`config.mk`:
```
export PLATFORM = sky130hd
export DESIGN_NAME = dss_selector
export DESIGN_NICKNAME = d
export VERILOG_FILES = /design/src/dss_pkg.sv /design/src/dss_selector.sv
export SDC_FILE = /design/constraint.sdc
export NUM_CORES = 1
export LEC_CHECK = 0
export BUFFER_PORTS_ARGS = -buffer_cell sky130_fd_sc_hd__buf_2
export CAP_MARGIN = 30
export CORE_MARGIN = 8
export CORE_UTILIZATION = 38
export DETAILED_ROUTE_END_ITERATION = 16
export PLACE_DENSITY = 0.7
export SLEW_MARGIN = 20
export SYNTH_ARGS = -nofsm -noshare
export SYNTH_HDL_FRONTEND = slang
export SYNTH_SLANG_ARGS = --single-unit
```
`constraint.sdc`:
```
create_clock -name clk -period 2.7 [get_ports clk]
set_clock_uncertainty 0.15 [all_clocks]
set_input_delay 0.135 -clock clk [delete_from_list [all_inputs] [get_ports clk]]
set_output_delay 0.135 -clock clk [all_outputs]
set_load 0.05 [all_outputs]
```
`src/dss_pkg.sv`:
```
// constants for the dual input source selector
package dss_pkg;
    // register map
    localparam logic [7:0] DSS_CTRL_ADDR  = 8'h0f;  // input_gate_drive_control
    localparam int         DSS_BIT_DRV2   = 0;      // drive2_on_bit
    localparam int         DSS_BIT_DRV1   = 1;      // drive1_on_bit
    localparam int         DSS_BIT_DIS    = 2;      // disable_both_drives
    localparam int         DSS_BIT_FIT1   = 3;      // pair1_fitted_status, read only
    localparam int         DSS_BIT_FIT2   = 4;      // pair2_fitted_status, read only
    localparam int         DSS_BIT_HIZ    = 5;      // high_impedance_enable
    localparam int         DSS_BIT_OTG    = 6;      // reverse_power_enable
    // reset values and drive field values
    localparam logic       DSS_DIS_RST    = 1'b1;
    localparam logic       DSS_HIZ_RST    = 1'b0;
    localparam logic       DSS_OTG_RST    = 1'b0;
    localparam logic [1:0] DSS_SWAP_TO2   = 2'h1;   // field value 01b
    localparam logic [1:0] DSS_SWAP_TO1   = 2'h2;   // field value 10b
    localparam logic [1:0] DSS_BOTH_OFF   = 2'h0;   // field value 00b

    // source selection states
    typedef enum logic [2:0] {
        SEL_OFF = 3'b001,
        SEL_ON1 = 3'b010,
        SEL_ON2 = 3'b100
    } dss_sel_e;
endpackage : dss_pkg

```
`src/dss_selector.sv`:
```
// dual input source selector: gate drive control and its control register
`timescale 1ns/1ns

// Function
// - at power-on, sense grounded drive pins and record whether each pair is fitted.
// - normal mode drive on needs fitted, valid input, no disable, no hiz, bus low.
// - no pairs fitted: drive bits 0, disable-both reads 1, fitted bits 0.
// - disable-both set forces input 1 off; cleared lets it turn on.
// - high-impedance set forces fitted drives off; cleared lets them on again.
// - both fitted and disable-both set: both drives off, both bits 0.
// - both inputs valid together: input 1 wins, input 2 held off.
// - only pair 1 fitted: host write of 0 to drive 1 bit ignored.
// - input 1 falling below threshold turns its drive off automatically.
// - input 1 gone, input 2 valid: input 2 turns on after bus drops.
// - host write 10b to 01b: input 1 off first, input 2 after bus low.
// - outside reverse mode, a host write of 00 to both drive bits is ignored.
// - input 1 invalid while driving: off, then input 2 on after bus low.
// - reverse mode: drives follow host only; over-voltage faults still turn off.
// - setting reverse-power enable sets disable-both automatically.
// - hiz entered on 0 to 1 write, left on 0 write or reset.
// - reverse-mode fault keeps reverse enable; host re-sets drive bits after.
module dss_selector
    import dss_pkg::*;
(
    input  wire logic       clk,                     // core clock, 10 MHz
    input  wire logic       rst_n,                   // power-on reset, active low
    input  wire logic [7:0] reg_addr,                // register address
    input  wire logic       reg_wr,                  // register write strobe
    input  wire logic [7:0] reg_wdata,               // register write data
    output logic      [7:0] reg_rdata,               // read data, one cycle after address
    input  wire logic       pin1_grounded,           // drive 1 pin sensed shorted to ground
    input  wire logic       pin2_grounded,           // drive 2 pin sensed shorted to ground
    input  wire logic       input1_present,          // input1_sense above present threshold
    input  wire logic       input2_present,          // input2_sense above present threshold
    input  wire logic       input1_overvoltage_fault, // input1_sense above over-voltage
    input  wire logic       input2_overvoltage_fault, // input2_sense above over-voltage
    input  wire logic       bus_below_falling,       // bus_voltage below falling threshold
    input  wire logic       bus_overvoltage_fault,   // bus_voltage over-voltage
    output logic            input1_gate_drive,       // gate drive for pair 1
    output logic            input2_gate_drive        // gate drive for pair 2
);

    logic     por_done_ff;
    logic     fit1_ff;
    logic     fit2_ff;
    logic     dis_ff;
    logic     hiz_ff;
    logic     otg_ff;
    logic     otg_req1_ff;
    logic     otg_req2_ff;
    logic     req_ff;
    logic     req_to2_ff;
    dss_sel_e state_ff;
    logic [7:0] rdata_ff;
    logic     drv1_ff;
    logic     drv2_ff;

    logic     nxt_dis;
    logic     nxt_req;
    logic     nxt_req_to2;
    logic     nxt_otg_req1;
    logic     nxt_otg_req2;
    dss_sel_e nxt_state;
    logic     nxt_drv1;
    logic     nxt_drv2;

    // address match of the control register, shared by write and read paths
    function automatic logic dss_addr_hit(input logic [7:0] addr);
        return addr == DSS_CTRL_ADDR;
    endfunction : dss_addr_hit

    // register write decode
    wire       wr_hit     = reg_wr && dss_addr_hit(reg_addr);
    wire [1:0] wr_field   = {reg_wdata[DSS_BIT_DRV1], reg_wdata[DSS_BIT_DRV2]};
    wire       otg_rise   = wr_hit && reg_wdata[DSS_BIT_OTG] && !otg_ff;
    wire       any_fit    = fit1_ff || fit2_ff;
    wire       both_fit   = fit1_ff && fit2_ff;

    // activation conditions per input, bus level checked at turn-on
    wire ok1 = fit1_ff && input1_present && !input1_overvoltage_fault
               && !dis_ff && !hiz_ff;
    wire ok2 = fit2_ff && input2_present && !input2_overvoltage_fault
               && !dis_ff && !hiz_ff;

    // host swap commands, only meaningful with both pairs fitted
    wire swap_to2 = wr_hit && !otg_ff && both_fit && (wr_field == DSS_SWAP_TO2)
                    && (state_ff == SEL_ON1);
    wire swap_to1 = wr_hit && !otg_ff && both_fit && (wr_field == DSS_SWAP_TO1)
                    && (state_ff == SEL_ON2);

    // reverse mode drives: host bits, cut by over-voltage faults
    wire otg_on1 = otg_req1_ff && fit1_ff && !dis_ff && !hiz_ff
                   && !input1_overvoltage_fault && !bus_overvoltage_fault;
    wire otg_on2 = otg_req2_ff && fit2_ff && !dis_ff && !hiz_ff
                   && !input2_overvoltage_fault && !bus_overvoltage_fault;

    // power-on pair sensing, caught once after reset release
    always_ff @(posedge clk or negedge rst_n) begin
        if (!rst_n) begin
            por_done_ff <= 1'b0;
            fit1_ff     <= 1'b0;
            fit2_ff     <= 1'b0;
        end else if (!por_done_ff) begin
            por_done_ff <= 1'b1;
            fit1_ff     <= !pin1_grounded;
            fit2_ff     <= !pin2_grounded;
        end
    end

    // disable-both next value
    always_comb begin
        nxt_dis = dis_ff;
        if (!por_done_ff) begin
            nxt_dis = pin1_grounded && pin2_grounded;
        end else if (otg_rise) begin
            nxt_dis = 1'b1;
        end else if (wr_hit && any_fit) begin
            nxt_dis = reg_wdata[DSS_BIT_DIS];
        end
    end

    // control bits
    always_ff @(posedge clk or negedge rst_n) begin
        if (!rst_n) begin
            dis_ff <= DSS_DIS_RST;
            hiz_ff <= DSS_HIZ_RST;
            otg_ff <= DSS_OTG_RST;
        end else begin
            dis_ff <= nxt_dis;
            if (wr_hit) begin
                hiz_ff <= reg_wdata[DSS_BIT_HIZ];
                otg_ff <= reg_wdata[DSS_BIT_OTG];
            end
        end
    end

    // reverse mode drive requests: host sets, faults clear
    always_comb begin
        nxt_otg_req1 = otg_req1_ff;
        nxt_otg_req2 = otg_req2_ff;
        if (!otg_ff) begin
            nxt_otg_req1 = 1'b0;
            nxt_otg_req2 = 1'b0;
        end else if (wr_hit) begin
            nxt_otg_req1 = reg_wdata[DSS_BIT_DRV1];
            nxt_otg_req2 = reg_wdata[DSS_BIT_DRV2];
        end
        if (input1_overvoltage_fault || bus_overvoltage_fault) begin
            nxt_otg_req1 = 1'b0;
        end
        if (input2_overvoltage_fault || bus_overvoltage_fault) begin
            nxt_otg_req2 = 1'b0;
        end
    end

    // automatic selection, re-evaluated every clock
    always_comb begin
        nxt_state   = state_ff;
        nxt_req     = req_ff || swap_to2 || swap_to1;
        nxt_req_to2 = swap_to2 ? 1'b1 : (swap_to1 ? 1'b0 : req_to2_ff);
        unique case (state_ff)
            SEL_OFF: begin
                if (bus_below_falling) begin
                    if (req_ff && req_to2_ff && ok2) begin
                        nxt_state = SEL_ON2;
                    end else if (req_ff && !req_to2_ff && ok1) begin
                        nxt_state = SEL_ON1;
                    end else if (ok1) begin
                        nxt_state = SEL_ON1;
                    end else if (ok2) begin
                        nxt_state = SEL_ON2;
                    end
                    nxt_req = 1'b0;
                end
            end
            SEL_ON1: begin
                if (!ok1 || (req_ff && req_to2_ff)) begin
                    nxt_state = SEL_OFF;
                end
            end
            SEL_ON2: begin
                if (!ok2 || (req_ff && !req_to2_ff)) begin
                    nxt_state = SEL_OFF;
                end
            end
        endcase
        if (otg_ff) begin
            nxt_state = SEL_OFF;
            nxt_req   = 1'b0;
        end
    end

    // drive outputs
    assign nxt_drv1 = otg_ff ? otg_on1 : (nxt_state == SEL_ON1);
    assign nxt_drv2 = otg_ff ? otg_on2 : (nxt_state == SEL_ON2);

    // selection state and drives
    always_ff @(posedge clk or negedge rst_n) begin
        if (!rst_n) begin
            state_ff    <= SEL_OFF;
            req_ff      <= 1'b0;
            req_to2_ff  <= 1'b0;
            otg_req1_ff <= 1'b0;
            otg_req2_ff <= 1'b0;
            drv1_ff     <= 1'b0;
            drv2_ff     <= 1'b0;
        end else begin
            state_ff    <= nxt_state;
            req_ff      <= nxt_req;
            req_to2_ff  <= nxt_req_to2;
            otg_req1_ff <= nxt_otg_req1;
            otg_req2_ff <= nxt_otg_req2;
            drv1_ff     <= nxt_drv1;
            drv2_ff     <= nxt_drv2;
        end
    end

    // read data: drive bits mirror the outputs
    wire [7:0] ctrl_view = {1'b0, otg_ff, hiz_ff, fit2_ff, fit1_ff, dis_ff,
                            drv1_ff, drv2_ff};
    always_ff @(posedge clk or negedge rst_n) begin
        if (!rst_n) begin
            rdata_ff <= 8'h00;
        end else begin
            rdata_ff <= dss_addr_hit(reg_addr) ? ctrl_view : 8'h00;
        end
    end

    assign reg_rdata         = rdata_ff;
    assign input1_gate_drive = drv1_ff;
    assign input2_gate_drive = drv2_ff;
endmodule : dss_selector

```
==> flow_metrics.env, run 1 <==
export IMPL_die_width_um=69.7
export IMPL_drv_cap=0
export IMPL_cts_tree="built"
export IMPL_crit_start="input2_overvoltage_fault"
export IMPL_avgSynthCellArea_um2=11.2
export IMPL_dp_hpwl_um=1990
export IMPL_synth_cell_type_count=43
export IMPL_crit_path_start_kind="input port"
export IMPL_gr_usage_all_layers_pct=10.8
export IMPL_syn_area_mm2=0.00110
export IMPL_grt_busiest_layer="met2"
export IMPL_synth_top_area_share_pct=45.7
export IMPL_fin_cells=174
export IMPL_ctsResizeCount=0
export IMPL_fmax_ghz=0.467
export IMPL_ff_latch_area_um2=553
export IMPL_async_flop_share_pct=100
export IMPL_placed_area_mm2=0.00128
export IMPL_synth_edff_count=0
export IMPL_ff2ff_setup_slack_ns=0.62
export IMPL_synth_fp_nets=125
export IMPL_io_pins=37
export IMPL_die_area_mm2=0.00486
export IMPL_die_h_um=69.7
export IMPL_grt_util_met2_pct=19.4
export IMPL_grt_util_met3_pct=2.29
export IMPL_place_congestion=0.787
export IMPL_synth_seq_cells=22
export IMPL_drive_above_1_share_pct=37.8
export IMPL_worstPathRequired_ns=2.77
export IMPL_place_inst=158
export IMPL_final_area_mm2=0.00145
export IMPL_num_fill_cells=240
export IMPL_syn_inst=98
export IMPL_yosysWarnings=0
export IMPL_yosys_area_top_type="dfrtp_1"
export IMPL_critPathCaptureType="flip-flop"
export IMPL_grt_pass1_wl_um=4430
export IMPL_worstReg2RegStart="dis_ff"
export IMPL_critPathKind="input port to flip-flop"
export IMPL_drc=0
export IMPL_cp_endpoint="input1_gate_drive"
export IMPL_finalHoldViolCount=0
export IMPL_fin_nets=171
export IMPL_core_area_mm2=0.00276
export IMPL_reg2reg_to="input1_gate_drive"
export IMPL_r2r_cells=4
export IMPL_min_path_type="input port to flip-flop"
export IMPL_num_vias=940
export IMPL_grt_overflow=0
export IMPL_initial_core_util_pct=39.7
export IMPL_cts_max_level=1
export IMPL_total_power_uw=885
export IMPL_grt_pass1_vias=1029
export IMPL_antenna_found_initial=0
export IMPL_numCtsBuffers=3
export IMPL_synth_ff_type="dfrtp_1"
export IMPL_clk_pin_slew_ns=0.13
export IMPL_irDropWorstVdd_mv=0.368
export IMPL_slew_viol_final=0
export IMPL_clk_latency_ns=0.31
export IMPL_leakage_uw=0.000715
export IMPL_seq_area_frac_synth_pct=50.5
export IMPL_antenna_diode_count=0
export IMPL_synth_area_top_cells="dfrtp_1 (46%), and3_2 (4.8%), dfstp_2 (4.8%), mux2i_1 (2.7%), mux2_2 (2.1%)"
export IMPL_setup_viol=0
export IMPL_largest_reg_flops=7
export IMPL_cp_max_fo=5
export IMPL_ctsRootBufferMaster="clkbuf_4"
export IMPL_use_met1_pct=11.0
export IMPL_synthToLayoutAreaGrowth_pct=32.5
export IMPL_fin_crit_ns=2.14
export IMPL_cp_arrival_ns=2.21
export IMPL_drt_iter0_markers=36
export IMPL_via_per_inst=5.40
export IMPL_grt_setup_unrepaired="no"
export IMPL_multi_input_comb_area_um2=513
export IMPL_grt_max_degree=23
export IMPL_portBuffers=32
export IMPL_ant_nets=0
export IMPL_cts_sinks=22
export IMPL_worstMarginPinSlew_ns=0.559
export IMPL_dr_pass1_iters=4
export IMPL_slew_limit_headroom_pct=62.6
export IMPL_wl_um=2590
export IMPL_finalCritPeriodShare_pct=79.3
export IMPL_status="finished clean"
export IMPL_yosysMostFrequentCell="dfrtp_1"
export IMPL_clock_path_buffers=2
export IMPL_finalCoreUtilization_pct=52.7
export IMPL_power_density_mw_per_mm2=609
export IMPL_synth_common_cells="dfrtp_1 (20), and3_2 (7), inv_1 (4), nor2_1 (4)"
export IMPL_core_rowCount=19
export IMPL_avgRoutedWirePerCell_um=14.9
export IMPL_fin_tns_setup_ns=0
## cells in the final DEF (no fill, tap or decap), types with 3 or more instances in the layout
cell,instances
nand3_1,3
nor3b_1,3
and3_2,7
clkbuf_4,3
nand2_1,3
nor3_1,3
mux2i_1,3
inv_1,4
dlygate4sd3_1,12
nor2b_1,3
and3_1,3
nor2_1,4
dfrtp_1,20
buf_2,32
## where the power goes
group / internal, uW / total, uW / switching (uW)
registers: 371 / 415 / 44.0
clock network: 150 / 255 / 105
logic: 95.1 / 214 / 119
## critical path: stages
cell and delay [ns]:
dlygate4sd3_1 0.53, buf_2 0.13, nor4b_2 0.51, nand3_1 0.22, a221o_1 0.43, a31o_2 0.25
## worst min path at each step
stage	from	end	slack, ns	cells after the start
2_1_floorplan	rst_n	fit1_ff	-0.31	0
3_3_place_gp	rst_n	por_done_ff	-0.03	1
3_5_place_dp	rst_n	fit2_ff	-0.03	1
4_1_cts	reg_wdata[1]	req_to2_ff	0.006	3
5_1_grt	reg_wdata[1]	req_to2_ff	0.04	3
6_report	reg_wdata[1]	req_to2_ff	0.01	3
## metrics by stage
step / setup WS, ns / hold WS (ns)
floorplan: 0.881 / -0.311
global placement: 0.702 / -0.0349
detailed placement: 0.658 / -0.0273
CTS: 0.591 / 0.00617
global route: 0.505 / 0.0360
finish: 0.559 / 0.0116
## per-layer routing
layer / vias to the layer above / share of wire, %
li1: 454 / -
met1: 451 / 42
met2: 29 / 51
met3: 6 / 5.0
met4: 0 / 2.5
met5: - / 0
## area by class of cell
| type | count | share of cell area, % |
|---|---|---|
| clock buffers | 3 | 1.55 |
| clock inverters | 1 | 2.07 |
| inverters | 4 | 1.03 |
| multi-input cells | 69 | 35.3 |
| flip-flops and latches | 22 | 38.1 |
| well taps | 31 | 2.67 |
| repair buffers | 44 | 19.3 |
## cells by family (layout without fill, tap and decap cells)
family | after synthesis | in the layout | synth area share, %
buf+inv | 7 | 52 | 2.74
flops | 22 | 22 | 50.5
compound gates | 18 | 18 | 12.7
simple gates | 44 | 44 | 28.7
other cells | 2 | 2 | 0.685
mux | 5 | 5 | 4.79
## repair_timing
item / CTS / global route
hold buffers: 12 / 0
buffers inserted: 0 / 0
hold endpoints to repair: 32 / 0
Power figures use the tool's default switching activity.
==> inputs of run 2 (changes only) <==
--- a/config.mk
+++ b/config.mk
@@ -10,7 +10,7 @@
 export CORE_MARGIN = 8
 export CORE_UTILIZATION = 38
 export DETAILED_ROUTE_END_ITERATION = 16
-export PLACE_DENSITY = 0.7
+export PLACE_DENSITY = 0.73
 export SLEW_MARGIN = 20
 export SYNTH_ARGS = -nofsm -noshare
 export SYNTH_HDL_FRONTEND = slang
==> constraint.sdc (replaced) <==
create_clock -name clk -period 1.9 [get_ports clk]
set_clock_uncertainty 0.15 [all_clocks]
set_input_delay 0.095 -clock clk [delete_from_list [all_inputs] [get_ports clk]]
set_output_delay 0.095 -clock clk [all_outputs]
set_load 0.05 [all_outputs]
==> run 2 against run 1 <==
  * Die area unchanged
  * Sequential share of layout area down 2.2 points
  * Wire length rose by 7.7%
  * Count of clock-buffer cells in the layout grew 1
  * Critical path type unchanged
  * Critical endpoint unchanged
  * Highest routed layer unchanged
==> flow_metrics.env, run 2 (same netlist as run 1, synthesis figures left out) <==
export IMPL_final_cell_mix="buf_2 (32), dfrtp_1 (20), dlygate4sd3_1 (14), buf_4 (9), and3_2 (7)"
export IMPL_avgRoutedWirePerCell_um=15.1
export IMPL_via_per_inst=5.42
export IMPL_die_h_um=69.7
export IMPL_die_area_mm2=0.00486
export IMPL_fin_crit_ns=1.85
export IMPL_cp_max_fo=4
export IMPL_worstMarginPinSlew_ns=0.501
export IMPL_clk_pin_slew_ns=0.12
export IMPL_dp_hpwl_um=2030
export IMPL_clock_path_buffers=2
export IMPL_grt_setup_unrepaired="no"
export IMPL_antenna_found_initial=0
export IMPL_place_congestion=0.755
export IMPL_leakage_uw=0.000769
export IMPL_power_density_mw_per_mm2=774
export IMPL_numCtsBuffers=3
export IMPL_initial_core_util_pct=39.7
export IMPL_drt_iter0_markers=60
export IMPL_largest_reg_flops=7
export IMPL_critPathCaptureType="flip-flop"
export IMPL_ant_nets=0
export IMPL_finalCoreUtilization_pct=55.9
export IMPL_grt_max_degree=23
export IMPL_core_rowCount=19
export IMPL_status="finished clean"
export IMPL_hold_path_startpoint="reg_wr"
export IMPL_min_path_type="input port to flip-flop"
export IMPL_drive_above_1_share_pct=42.2
export IMPL_portBuffers=32
export IMPL_clk_latency_ns=0.31
export IMPL_cp_arrival_ns=1.91
export IMPL_seq_power_share_pct=49.5
export IMPL_final_area_mm2=0.00154
export IMPL_grt_pass1_wl_um=4790
export IMPL_p_switching_uw=384
export IMPL_slew_viol_final=0
export IMPL_cts_max_level=1
export IMPL_critPathKind="input port to flip-flop"
export IMPL_finalHoldViolCount=0
export IMPL_synthToLayoutAreaGrowth_pct=40.8
export IMPL_grt_overflow=0
export IMPL_power_frac_comb_pct=29.1
export IMPL_wl_um=2790
export IMPL_core_area_mm2=0.00276
export IMPL_io_pins=37
export IMPL_clockPowerShare_pct=21.4
export IMPL_num_vias=1003
export IMPL_crit_path_start_kind="input port"
export IMPL_placed_area_mm2=0.00133
export IMPL_gr_usage_all_layers_pct=11.7
export IMPL_internal_power_uw=810
export IMPL_dr_pass1_iters=4
export IMPL_irDropWorstVdd_mv=0.538
export IMPL_die_width_um=69.7
export IMPL_final_common_cell="buf_2"
export IMPL_slew_limit_headroom_pct=66.5
export IMPL_ctsRootBufferMaster="clkbuf_4"
export IMPL_antenna_diode_count=0
export IMPL_worstReg2RegStart="state_ff[0]"
export IMPL_finalCritPeriodShare_pct=97.4
export IMPL_drv_cap=0
export IMPL_fmax_ghz=0.540
export IMPL_crit_start="input2_overvoltage_fault"
export IMPL_cts_tree="built"
export IMPL_drc=0
export IMPL_grt_pass1_vias=1028
export IMPL_setup_viol=0
export IMPL_worstPathRequired_ns=1.96
export IMPL_cts_sinks=22
export IMPL_p_sw_share_pct=32.1
export IMPL_fin_nets=182
export IMPL_fin_tns_setup_ns=0
run 2: cell count changes in the layout (fill, tap and decap cells not counted):
cell / before / now
buf_4: 0 / 9
nor4b_2: 1 / 0
nor3b_1: 3 / 2
nor3b_2: 0 / 1
bufinv_16: 1 / 0
clkbuf_8: 0 / 1
dlygate4sd3_1: 12 / 14
nor4b_4: 0 / 1
nand3_1: 3 / 2
nand3_2: 0 / 1
run 2: power by group through the flow:
| stage | logic [uW] | registers (uW) | clock network, uW |
|---|---|---|---|
| 2_1_floorplan | 164 | 623 | 0 |
| 3_3_place_gp | 294 | 591 | 0 |
| 3_5_place_dp | 301 | 595 | 0 |
| 4_1_cts | 320 | 586 | 265 |
| 5_1_grt | 382 | 598 | 281 |
| 6_report | 348 | 591 | 255 |
run 2: path summary, 6_finish.rpt:
kind / slack, ns / cells after the start / end
setup / recovery: 0.05 / 7 / input1_gate_drive
hold / removal: 0.05 / 3 / req_to2_ff
setup reg to reg: 0.08 / 4 / input1_gate_drive
hold reg to reg: 0.39 / 1 / fit1_ff
max in group asynchronous: 1.14 / 2 / state_ff[0]
min in group asynchronous: 0.11 / 2 / reg_rdata[3]
run 2: metrics by stage:
step | power (uW) | setup slack [ns] | cells | hold slack (ns)
floorplan | 786 | 0.0808 | 98 | -0.351
global placement | 884 | 0.0552 | 164 | -0.0726
detailed placement | 896 | 0.0557 | 164 | -0.0722
CTS | 1170 | 0.0206 | 182 | 0.0351
global route | 1260 | 0.00830 | 185 | 0.0880
finish | 1190 | 0.0492 | 185 | 0.0525
run 2: what timing repair did:
item                                    CTS  global route
buffers inserted                          0             3
gates resized for setup                   0             3
endpoints found under the setup margin    0             3
hold buffers                             14             0
endpoints found under the hold margin    32             0
run 2: final cells by class:
cell class,instances,area [um^2]
fillers,243,1210
flip-flops and latches,22,553
multi-input cells,69,532
repair buffers,55,368
well taps,31,38.8
clock buffers,4,36.3
inverters,4,15.0
run 2: critical path, cell delays in order:
cell and delay [ns]:
dlygate4sd3_1 0.53, buf_2 0.14, nor4b_4 0.25, buf_4 0.17, nand3_2 0.09, a221o_1 0.37, a31o_2 0.26
run 2: layer usage:
layer  vias to the layer above  global-route usage [%]  share of wire (%)
met5                         -                       0                  0
met4                         0                    5.36                1.7
met3                         5                    3.43                9.2
met2                        54                    17.5                 44
met1                       466                    15.0                 45
li1                        478                       -                  -
==> inputs of run 3 (changes only) <==
--- a/config.mk
+++ b/config.mk
@@ -8,9 +8,9 @@
 export BUFFER_PORTS_ARGS = -buffer_cell sky130_fd_sc_hd__buf_2
 export CAP_MARGIN = 30
 export CORE_MARGIN = 8
-export CORE_UTILIZATION = 38
+export CORE_UTILIZATION = 44
 export DETAILED_ROUTE_END_ITERATION = 16
-export PLACE_DENSITY = 0.73
+export PLACE_DENSITY = 0.81
 export SLEW_MARGIN = 20
 export SYNTH_ARGS = -nofsm -noshare
 export SYNTH_HDL_FRONTEND = slang
==> run 3 against run 2 <==
  * Power fell by 1.7%
  * Fmax grew 0.52%
  * Utilization rose by 6.9 points
  * Die area shrank 11%
  * Worst setup slack improved by 0.0096 ns
  * Critical path depth did not move
  * Hold slack better by 0.00062 ns
  * Clock power is essentially flat
==> flow_metrics.env, run 3 (same netlist as run 1, synthesis figures left out) <==
export IMPL_status="finished clean"
export IMPL_core_area_mm2=0.00241
export IMPL_gr_usage_all_layers_pct=13.0
export IMPL_numCtsBuffers=3
export IMPL_wl_met2_um=1350
export IMPL_ff2ff_setup_slack_ns=0.09
export IMPL_min_path_type="input port to flip-flop"
export IMPL_num_fill_cells=195
export IMPL_wl_met1_um=1060
export IMPL_grt_pass1_wl_um=4470
export IMPL_worstPathRequired_ns=1.97
export IMPL_cts_max_level=1
export IMPL_multi_input_comb_area_um2=533
export IMPL_grt_max_degree=23
export IMPL_path_buf_inv=3
export IMPL_cp_endpoint="input1_gate_drive"
export IMPL_num_vias=965
export IMPL_irDropWorstVdd_mv=0.552
export IMPL_drv_cap=0
export IMPL_cts_sinks=22
export IMPL_top_layer="met4"
export IMPL_fin_nets=178
export IMPL_cts_setup_buffers=0
export IMPL_path_delay_family="buffers and inverters"
export IMPL_antenna_found_initial=0
export IMPL_cts_tree="built"
export IMPL_wl_met3_um=242
export IMPL_finalCritPeriodShare_pct=96.9
export IMPL_final_common_cell="buf_2"
export IMPL_place_congestion=0.839
export IMPL_ff_latch_area_um2=554
export IMPL_ctsRootBufferMaster="clkbuf_4"
export IMPL_die_width_um=65.9
export IMPL_die_h_um=65.9
export IMPL_clock_path_buffers=2
export IMPL_r2r_cells=4
export IMPL_path_depth=7
export IMPL_fin_crit_ns=1.84
export IMPL_finalHoldViolCount=0
export IMPL_fmax_ghz=0.543
export IMPL_grt_overflow=0
export IMPL_cpPeakStageDelay_ns=0.54
export IMPL_slew_viol_final=0
export IMPL_crit_path_top_delay_cell="dlygate4sd3_1"
export IMPL_largest_reg_flops=7
export IMPL_reg2reg_to="input1_gate_drive"
export IMPL_worstReg2RegStart="state_ff[0]"
export IMPL_core_rowCount=18
export IMPL_cp_max_fo=4
export IMPL_cp_arrival_ns=1.91
export IMPL_critPathCaptureType="flip-flop"
export IMPL_io_pins=37
export IMPL_final_area_mm2=0.00151
export IMPL_total_power_uw=1170
export IMPL_avgRoutedWirePerCell_um=15.0
export IMPL_power_density_mw_per_mm2=775
export IMPL_dr_pass1_iters=4
export IMPL_die_area_mm2=0.00434
export IMPL_path_cells="dlygate4sd3_1 > buf_2 > nor4b_4 > buf_4 > o211ai_1 > a221o_1 > a31o_2"
export IMPL_clk_pin_slew_ns=0.12
export IMPL_placed_area_mm2=0.00132
export IMPL_hold_slack_ns=0.0531
export IMPL_grt_pass1_vias=975
export IMPL_leakage_uw=0.000748
export IMPL_critPathKind="input port to flip-flop"
export IMPL_drt_iter0_markers=30
export IMPL_via_per_inst=5.36
export IMPL_initial_core_util_pct=45.5
export IMPL_wl_um=2700
export IMPL_antenna_diode_count=0
export IMPL_crit_path_start_kind="input port"
export IMPL_drive_above_1_share_pct=40.7
export IMPL_synthToLayoutAreaGrowth_pct=38.1
export IMPL_setup_viol=0
export IMPL_portBuffers=32
export IMPL_final_cell_mix="buf_2 (32), dfrtp_1 (19), dlygate4sd3_1 (14), and3_2 (7), buf_4 (5)"
export IMPL_ant_nets=0
export IMPL_crit_start="input2_overvoltage_fault"
export IMPL_drc=0
export IMPL_clk_latency_ns=0.31
run 3: changes by cell type in the layout (fill, tap and decap cells not counted):
cell     change
dfrtp_1      -1
buf_4        -4
nand3_1      +1
nor3b_4      +1
nor3b_2      -1
nand3_2      -1
dfrtp_2      +1
run 3: through the flow:
stage	std cells	util [%]	setup TNS, ns	setup slack (ns)
final	180	62.8	0	0.0588
after global routing	180	62.8	-0.00697	-0.00697
after CTS	180	62.1	0	0.0566
after detailed placement	162	54.6	-0.0361	-0.0361
after global placement	162	54.6	0	0.0759
after floorplan	98	-	0	0.0808
run 3: worst min path at each step:
stage,from,endpoint,cells after the start
finish,reg_wr,req_to2_ff,3
global route,reg_wr,req_to2_ff,3
CTS,reg_wr,req_to2_ff,3
detailed placement,rst_n,reg_rdata[2],1
global placement,rst_n,por_done_ff,1
floorplan,rst_n,fit1_ff,0
run 3: repair_timing:
action | 4_1_cts | 5_1_grt
endpoints found under the hold margin | 32 | 0
gates resized for setup | 1 | 3
pin swaps | 0 | 0
hold buffers | 14 | 0
setup endpoints to repair | 2 | 2
run 3: power breakdown:
group / internal [uW] / switching, uW
Sequential: 527 / 60.9
Clock: 117 / 141
Combinational: 151 / 177
run 3: layout make-up:
| cell class | instances | share of cell area [%] |
|---|---|---|
| inverter | 4 | 0.992 |
| sequential | 22 | 36.6 |
| timing repair buffer | 51 | 22.3 |
| clock buffer | 4 | 2.40 |
| multi-input combinational | 69 | 35.2 |
| tap | 30 | 2.48 |
run 3: worst register-to-register path, stage by stage (launching register included):
cell	delay [ns]
dfstp_2	0.62
nor3b_1	0.11
a31o_2	0.23
a221o_1	0.36
a31o_2	0.26
run 3: layer usage:
metal | up-vias | global-route usage [%]
met1 | 447 | 14.9
met3 | 4 | 3.22
met2 | 44 | 22.0
li1 | 470 | -
met5 | - | 0
met4 | 0 | 5.72
